===== config.mk =====
export PLATFORM = sky130hd
export DESIGN_NAME = pmrc_ctrl
export DESIGN_NICKNAME = d
export VERILOG_FILES = /design/src/pmrc_ctrl.v
export VERILOG_INCLUDE_DIRS = /design/src
export SDC_FILE = /design/constraint.sdc
export NUM_CORES = 1
export LEC_CHECK = 0
export ABC_AREA = 1
export BUFFER_PORTS_ARGS = -buffer_cell sky130_fd_sc_hd__clkbuf_2
export CELL_PAD_IN_SITES_DETAIL_PLACEMENT = 1
export CELL_PAD_IN_SITES_GLOBAL_PLACEMENT = 1
export CORE_MARGIN = 5
export CORE_UTILIZATION = 40
export DETAILED_ROUTE_END_ITERATION = 12
export PLACE_DENSITY_LB_ADDON = 0.1
export REMOVE_ABC_BUFFERS = 1
export SLEW_MARGIN = 20
export SYNTH_ARGS = -nofsm -noshare
export SYNTH_HDL_FRONTEND = slang
export SYNTH_SLANG_ARGS = --single-unit

===== constraint.sdc =====
create_clock -name mclk -period 2.21 [get_ports mclk]
set_input_delay 0.3315 -clock mclk [delete_from_list [all_inputs] [get_ports mclk]]
set_output_delay 0.3315 -clock mclk [all_outputs]
set_load 0.1 [all_outputs]

===== src/pmrc_regs.vh =====
/*
  constants for the power mode and reset controller: state codes and
  stabilisation counts. assumes a 100 MHz system clock.
*/
`ifndef PMRC_REGS_VH
`define PMRC_REGS_VH

`define PMRC_ST_RUN        2'h0
`define PMRC_ST_WAIT       2'h1
`define PMRC_ST_HALT       2'h2
`define PMRC_ST_STAB       2'h3

`define PMRC_STAB_INT_CYC  32'h0000_1000
`define PMRC_STAB_RST_CYC  32'h000F_4240
`define PMRC_CNT_W         20

`endif


===== src/pmrc_ctrl.v =====
/*
  power mode and reset controller: merges the reset pin and the watchdog
  reset, sequences wait and halt and the stabilisation delay on wake-up.
  assumes the cpu pulses wait_exec / halt_exec for one cycle per executed
  instruction, and that the interrupt controller supplies request levels.
*/
// Operation
// RQ1 - Reset comes only from the reset pin or the watchdog timeout.
// RQ2 - Any reset restarts the program from its first location.
// RQ3 - The reset pin is input only and internal resets never drive it.
// RQ4 - A reset from the pin acts at once, with no clock or filter.
// RQ5 - The outside party keeps the reset pin high in normal operation; low resets.
// RQ6 - Wait and halt are entered only by the wait and halt instructions.
// RQ7 - In wait the cpu stops while peripherals and watchdog keep running.
// RQ8 - Wait ends on any enabled interrupt or on reset.
// RQ9 - In wait the cpu clock keeps running; only execution is suspended.
// RQ10 - Halt switches off the oscillator and stops all peripherals.
// RQ11 - Halt with the watchdog enabled is a no-operation.
// RQ12 - Only the external interrupt or reset releases halt.
// RQ13 - Wake-up from halt waits 4096 cycles after interrupt, 1000000 after reset.
// RQ14 - After an interrupt wake-up the cpu serves the external interrupt routine.
// RQ15 - A masked external interrupt still wakes halt and takes the lowest routine.
// RQ16 - A mask bit at zero blocks its interrupt but keeps it pending.
// RQ17 - A counter started with the oscillator releases the cpu at its terminal count.
`timescale 1ns/1ps
`include "pmrc_regs.vh"

module pmrc_ctrl
#(
  parameter STAB_INT_CYC = `PMRC_STAB_INT_CYC,
  parameter STAB_RST_CYC = `PMRC_STAB_RST_CYC,
  parameter NIRQ         = 5
)
(
  // clock and reset
  input  wire            mclk,
  input  wire            sys_rst,
  // reset sources
  input  wire            rst_pin_n,
  input  wire            wdg_timeout,
  input  wire            wdg_enabled,
  // cpu instruction events
  input  wire            wait_exec,
  input  wire            halt_exec,
  // interrupt sources
  input  wire            ext_irq,
  input  wire            ext_irq_mask,
  input  wire [NIRQ-1:0] periph_irq,
  input  wire [NIRQ-1:0] periph_mask,
  // control outputs
  output wire            core_rst,
  output reg             pc_to_start,
  output reg             cpu_run,
  output reg             osc_enable,
  output reg             periph_clk_en,
  output reg             wake_ext_vec,
  output reg             wake_low_vec,
  output reg             wake_irq,
  output reg  [1:0]      pm_state
);

  localparam [1:0] ST_RUN  = `PMRC_ST_RUN;
  localparam [1:0] ST_WAIT = `PMRC_ST_WAIT;
  localparam [1:0] ST_HALT = `PMRC_ST_HALT;
  localparam [1:0] ST_STAB = `PMRC_ST_STAB;
  localparam [`PMRC_CNT_W-1:0] INT_TERM = STAB_INT_CYC[`PMRC_CNT_W-1:0] - 1'b1;
  localparam [`PMRC_CNT_W-1:0] RST_TERM = STAB_RST_CYC[`PMRC_CNT_W-1:0] - 1'b1;

  // pin reset acts asynchronously on every register except halt_mark; rst_pin_n is only read here
  wire pin_rst = ~rst_pin_n;                  // RQ4 RQ5 RQ3
  assign core_rst = sys_rst | pin_rst;        // RQ1

  // interrupt pin is asynchronous to mclk: two flops before any use
  reg        ext_irq_s1;
  reg        ext_irq_s2;

  // state and counters
  reg        halt_by_rst;
  reg        from_halt;
  reg        stab_ext;
  reg [`PMRC_CNT_W-1:0] stab_cnt;
  reg [`PMRC_CNT_W-1:0] stab_term;

  // halt memory lives across a pin reset so that a reset taken while
  // halted gets the long delay; a system reset or a cycle with cpu_run high and no halt_go clears it
  reg        halt_mark;

  // next values
  reg [1:0]  next_state;
  reg [`PMRC_CNT_W-1:0] next_cnt;
  reg [`PMRC_CNT_W-1:0] next_term;
  reg        next_stab_ext;
  reg        next_from_halt;
  reg        next_by_rst;
  reg        next_cpu_run;
  reg        next_osc;
  reg        next_periph;
  reg        next_pc;
  reg        next_wake_ext;
  reg        next_wake_low;
  reg        next_wake_irq;

  wire       any_enabled = |(periph_irq & periph_mask) | (ext_irq_s2 & ext_irq_mask); // RQ16
  wire       first_cycle = (pm_state == ST_STAB) && !from_halt && !halt_by_rst;
  wire       halt_go     = (pm_state == ST_RUN) && !wdg_timeout && halt_exec && !wdg_enabled;

  always @(posedge mclk or posedge core_rst)
  begin
    if (core_rst)
    begin
      ext_irq_s1 <= 1'b0;
      ext_irq_s2 <= 1'b0;
    end
    else
    begin
      ext_irq_s1 <= ext_irq;
      ext_irq_s2 <= ext_irq_s1;
    end
  end

  // set wins over the clear when halt follows a run cycle
  always @(posedge mclk or posedge sys_rst)
  begin
    if (sys_rst)
      halt_mark <= 1'b0;
    else if (halt_go)
      halt_mark <= 1'b1;                      // RQ13
    else if (cpu_run)
      halt_mark <= 1'b0;
  end

  always @*
  begin
    next_state     = pm_state;
    next_cnt       = stab_cnt;
    next_term      = stab_term;
    next_stab_ext  = stab_ext;
    next_from_halt = from_halt;
    next_by_rst    = halt_by_rst;
    next_cpu_run   = cpu_run;
    next_osc       = osc_enable;
    next_periph    = periph_clk_en;
    next_pc        = 1'b0;
    next_wake_ext  = 1'b0;
    next_wake_low  = 1'b0;
    next_wake_irq  = 1'b0;
    if (first_cycle)
    begin
      // first cycle after a pin or system reset picks the delay
      next_term      = halt_mark ? RST_TERM : INT_TERM; // RQ13
      next_from_halt = 1'b1;
      next_by_rst    = 1'b1;
      next_cnt       = {`PMRC_CNT_W{1'b0}};
      next_pc        = 1'b1;                  // RQ2
    end
    else if (wdg_timeout)
    begin
      // internal reset: restart program, pin left untouched
      next_state     = ST_RUN;                // RQ1 RQ3
      next_pc        = 1'b1;                  // RQ2
      next_cpu_run   = 1'b1;
      next_osc       = 1'b1;
      next_periph    = 1'b1;
      next_from_halt = 1'b0;
      next_by_rst    = 1'b0;
      next_stab_ext  = 1'b0;
      next_term      = INT_TERM;
    end
    else
    begin
      case (pm_state)
        ST_RUN:
        begin
          if (halt_go)                        // RQ6 RQ11
          begin
            next_state   = ST_HALT;
            next_cpu_run = 1'b0;
            next_osc     = 1'b0;              // RQ10
            next_periph  = 1'b0;              // RQ10
          end
          else if (wait_exec)                 // RQ6
          begin
            next_state   = ST_WAIT;
            next_cpu_run = 1'b0;              // RQ7 RQ9
          end
        end
        ST_WAIT:
        begin
          if (any_enabled)                    // RQ8
          begin
            next_state    = ST_RUN;
            next_cpu_run  = 1'b1;
            next_wake_irq = 1'b1;
          end
        end
        ST_HALT:
        begin
          // other sources stay pending while halted
          if (ext_irq_s2)                     // RQ12
          begin
            next_state     = ST_STAB;
            next_osc       = 1'b1;            // RQ13
            next_cnt       = {`PMRC_CNT_W{1'b0}}; // RQ17
            next_term      = INT_TERM;
            next_stab_ext  = 1'b1;
            next_from_halt = 1'b1;
            next_by_rst    = 1'b0;
          end
        end
        default:
        begin
          if (stab_cnt == stab_term)          // RQ17 RQ13
          begin
            next_state     = ST_RUN;
            next_cpu_run   = 1'b1;
            next_periph    = 1'b1;
            next_from_halt = 1'b0;
            next_by_rst    = 1'b0;
            next_term      = INT_TERM;
            next_stab_ext  = 1'b0;
            if (stab_ext)
            begin
              next_wake_irq = 1'b1;
              next_wake_ext = ext_irq_mask;   // RQ14
              next_wake_low = ~ext_irq_mask;  // RQ15
            end
          end
          else
            next_cnt = stab_cnt + 1'b1;       // RQ17
        end
      endcase
    end
  end

  always @(posedge mclk or posedge core_rst)
  begin
    if (core_rst)
    begin
      pm_state <= ST_STAB;
    end
    else
    begin
      pm_state <= next_state;
    end
  end

  always @(posedge mclk or posedge core_rst)
  begin
    if (core_rst)
    begin
      stab_cnt  <= {`PMRC_CNT_W{1'b0}};
      stab_term <= INT_TERM;
    end
    else
    begin
      stab_cnt  <= next_cnt;
      stab_term <= next_term;
    end
  end

  always @(posedge mclk or posedge core_rst)
  begin
    if (core_rst)
    begin
      stab_ext    <= 1'b0;
      from_halt   <= 1'b0;
      halt_by_rst <= 1'b0;
    end
    else
    begin
      stab_ext    <= next_stab_ext;
      from_halt   <= next_from_halt;
      halt_by_rst <= next_by_rst;
    end
  end

  always @(posedge mclk or posedge core_rst)
  begin
    if (core_rst)
    begin
      cpu_run       <= 1'b0;
      osc_enable    <= 1'b1;
      periph_clk_en <= 1'b1;
      pc_to_start   <= 1'b1;                  // RQ2
    end
    else
    begin
      cpu_run       <= next_cpu_run;
      osc_enable    <= next_osc;
      periph_clk_en <= next_periph;
      pc_to_start   <= next_pc;
    end
  end

  always @(posedge mclk or posedge core_rst)
  begin
    if (core_rst)
    begin
      wake_ext_vec <= 1'b0;
      wake_low_vec <= 1'b0;
      wake_irq     <= 1'b0;
    end
    else
    begin
      wake_ext_vec <= next_wake_ext;
      wake_low_vec <= next_wake_low;
      wake_irq     <= next_wake_irq;
    end
  end

endmodule // pmrc_ctrl


==> impl_metrics.env <==
export IMPL_synthToLayoutAreaGrowth_pct=14.5
export IMPL_ios=29
export IMPL_clkPwrFrac_pct=18.8
export IMPL_cp_data_arrival_time_ns=2.21
export IMPL_io_buffers=28
export IMPL_rows=30
export IMPL_initial_core_util_pct=40.4
export IMPL_cts_tree="built"
export IMPL_fp_dieH_um=92.2
export IMPL_postCtsSetupBuffers=0
export IMPL_viasPerCell=5.12
export IMPL_dr_total_vias=2726
export IMPL_hold_viol_final=0
export IMPL_timing_hold_ws_ns=0.141
export IMPL_fmax_mhz=493
export IMPL_layout_drive_gt1_share_pct=14.8
export IMPL_detail_route_wl_per_cell_um=15.4
export IMPL_die_width_um=92.2
export IMPL_drv_cap=0
export IMPL_first_pass_iters=4
export IMPL_status="completed"
export IMPL_drt_wl_total_um=8220
export IMPL_grt_total_usage_pct=20.5
export IMPL_fin_tns_setup_ns=0
export IMPL_p_sw_share_pct=49.5
export IMPL_crit_type="flop to flop"
export IMPL_layout_common_cells="139 x nand2_1, 64 x nor2_1, 56 x nand3_1, 42 x inv_1, 31 x dfrtp_1"
export IMPL_slew_violations=0
export IMPL_ys_types=33
export IMPL_postSynthAreaPerCell_sq_um=6.46
export IMPL_skew_ns=0.00633
export IMPL_cts_htree_levels=2
export IMPL_crit_required_ns=2.40
export IMPL_worstMarginPinSlew_ns=0.550
export IMPL_drc=0
export IMPL_insertedDiodeCount=0
export IMPL_slew_limit_headroom_pct=63.5
export IMPL_cts_sinks=37
export IMPL_p_leak_nw=1.54
export IMPL_power_density_mw_per_mm2=1040
export IMPL_grt_overflow=0
export IMPL_critPathCaptureType="flop"
export IMPL_clockBufferDepth=2
export IMPL_fin_nets=476
export IMPL_grt_first_pass_wirelength_um=13800
export IMPL_setup_viol_count_final=0
export IMPL_dpl_hpwl_um=6130
export IMPL_min_period_over_period_pct=91.8
export IMPL_cts_root_buf="clkbuf_8"
export IMPL_clk_latency_ns=0.30
export IMPL_combPwrFrac_pct=51.5
export IMPL_postSynthCellCount=418
export IMPL_drt_iter0_markers=133
export IMPL_gp_congestion=0.859
export IMPL_cts_buffers=5
export IMPL_ant_nets=0
export IMPL_startpoint_type="flop"
export IMPL_grt_antenna_before_repair=0
export IMPL_seqPwrFrac_pct=29.7
export IMPL_layout_commonest_cell="nand2_1"
export IMPL_critPathMaxFanout=20
export IMPL_min_period_ns=2.03
export IMPL_yosysWarnings=0
export IMPL_rsz0062_at_grt="no"
export IMPL_grt_max_degree=37
export IMPL_clk_pin_slew_worst_paths_ns=0.08
export IMPL_grt_pass1_vias=2851
export IMPL_max_vdd_ir_drop_v=0.000684
export IMPL_hold_path_class="primary input to flop"
export IMPL_coreArea_sq_mm=0.00668
export IMPL_power_switching_w=0.00159
export IMPL_netlist_area_sq_mm=0.00270
export IMPL_p_int_w=0.00162
export IMPL_ys_ff_latch=37
export IMPL_ys_seq_area_share_pct=34.6
export IMPL_die_area_sq_mm=0.00849
[final timing paths]
check	depth (start not counted)	from	endpoint	slack [ns]
worst max-delay path	10	pm_state[0]	stab_cnt[0]	0.18
worst max register to register	10	pm_state[0]	stab_cnt[0]	0.18
worst min-delay path	1	ext_irq	ext_irq_s1	0.14
worst min register to register	0	ext_irq_s1	ext_irq_s2	0.35
max in group asynchronous	6	sys_rst	pc_to_start	1.03
min in group asynchronous	4	rst_pin_n	stab_cnt[17]	0.19
[worst max-delay path, cell delays in order (launching register included)]
cell and delay [ns]:
dfstp_2 0.57, inv_1 0.10, ha_1 0.25, nor2_1 0.17, nand2_1 0.10, buf_4 0.15
nor2_4 0.16, nand2_4 0.12, buf_12 0.18, nand3_1 0.07, nand2_1 0.06
[synth_stat cells]
master | count | share of area [%]
inv_1 | 42 | 5.8
o211ai_1 | 1 | 0.28
buf_2 | 5 | 0.93
nand2_1 | 139 | 19
a22o_1 | 1 | 0.32
inv_2 | 2 | 0.28
a21oi_2 | 1 | 0.32
nand3_2 | 1 | 0.37
xnor2_1 | 5 | 1.6
xor2_1 | 5 | 1.6
nor2_2 | 1 | 0.23
a21oi_1 | 3 | 0.56
nand3_1 | 56 | 10
a211oi_1 | 1 | 0.28
nand2_4 | 2 | 0.83
o21ai_0 | 6 | 1.1
nand2_2 | 3 | 0.70
clkbuf_1 | 5 | 0.70
clkinv_1 | 1 | 0.14
dfrtp_1 | 31 | 29
or2_2 | 1 | 0.23
nand4_1 | 7 | 1.6
o21ai_2 | 1 | 0.32
nor2_4 | 3 | 1.3
nand3b_1 | 1 | 0.28
nor3b_1 | 1 | 0.28
dfstp_2 | 6 | 5.8
buf_6 | 1 | 0.42
nor3_1 | 7 | 1.3
ha_1 | 6 | 2.8
buf_4 | 3 | 0.83
nor4_1 | 6 | 1.4
nor2_1 | 64 | 8.9
[timing repair]
item,in CTS,in global routing
hold buffers,1,0
endpoints found under the setup margin,18,5
gates resized for setup,1,1
endpoints found under the hold margin,1,0
[per-layer routing]
metal	global-route usage (%)	share of wire [%]	vias up
met1	27.5	50	1305
met2	33.8	46	33
li1	-	-	1381
met3	3.77	3.4	7
met5	0	0	-
met4	5.82	1.1	0
[layout make-up]
type | instances | area, sq um
Fill cell | 929 | 3590
Multi-Input combinational cell | 322 | 1540
Sequential cell | 37 | 933
Timing Repair Buffer | 40 | 245
Inverter | 45 | 169
Tap cell | 80 | 100
Clock buffer | 6 | 72.6
Clock inverter | 2 | 35.0
[power by group through the flow]
stage	clock, W	sequential, W	combinational, W
2_1_floorplan	0	0.00136	0.000758
3_3_place_gp	0	0.000957	0.00160
3_5_place_dp	0	0.000964	0.00164
4_1_cts	0.000620	0.000951	0.00166
5_1_grt	0.000655	0.000970	0.00181
6_report	0.000603	0.000951	0.00165
[flip-flops by register name (all words and copies together), names as in the netlist]
name	flops
pm_state	2
ext_irq_s1	1
wake_low_vec	1
ext_irq_s2	1
stab_ext	1
pc_to_start	1
osc_enable	1
stab_term	2
cpu_run	1
stab_cnt	20
wake_irq	1
halt_by_rst	1
wake_ext_vec	1
periph_clk_en	1
halt_mark	1
from_halt	1
[through the flow]
step           area [sq um]  setup WS (ns)  total power, W  utilization [%]  std cells
2_1_floorplan          2620         -0.276         0.00211                -        404
5_1_grt                3090         0.0117         0.00344             46.3        532
6_report               3090          0.182         0.00320             46.3        532
3_3_place_gp           2960          0.151         0.00255             44.3        523
3_5_place_dp           2960        -0.0165         0.00260             44.3        523
4_1_cts                3080          0.123         0.00323             46.1        532
[logic make-up after synthesis]
| kind of cell | after synthesis | share of synthesized area (%) |
|---|---|---|
| AO/OA/AOI/OAI | 14 | 3.20 |
| buffers and inverters | 59 | 9.13 |
| adder cells (fa/ha/maj) | 6 | 2.78 |
| flip-flops | 37 | 34.6 |
| XOR/XNOR | 10 | 3.24 |
| AND/OR/NAND/NOR | 292 | 47.1 |
(Power assumes the default switching activity.)
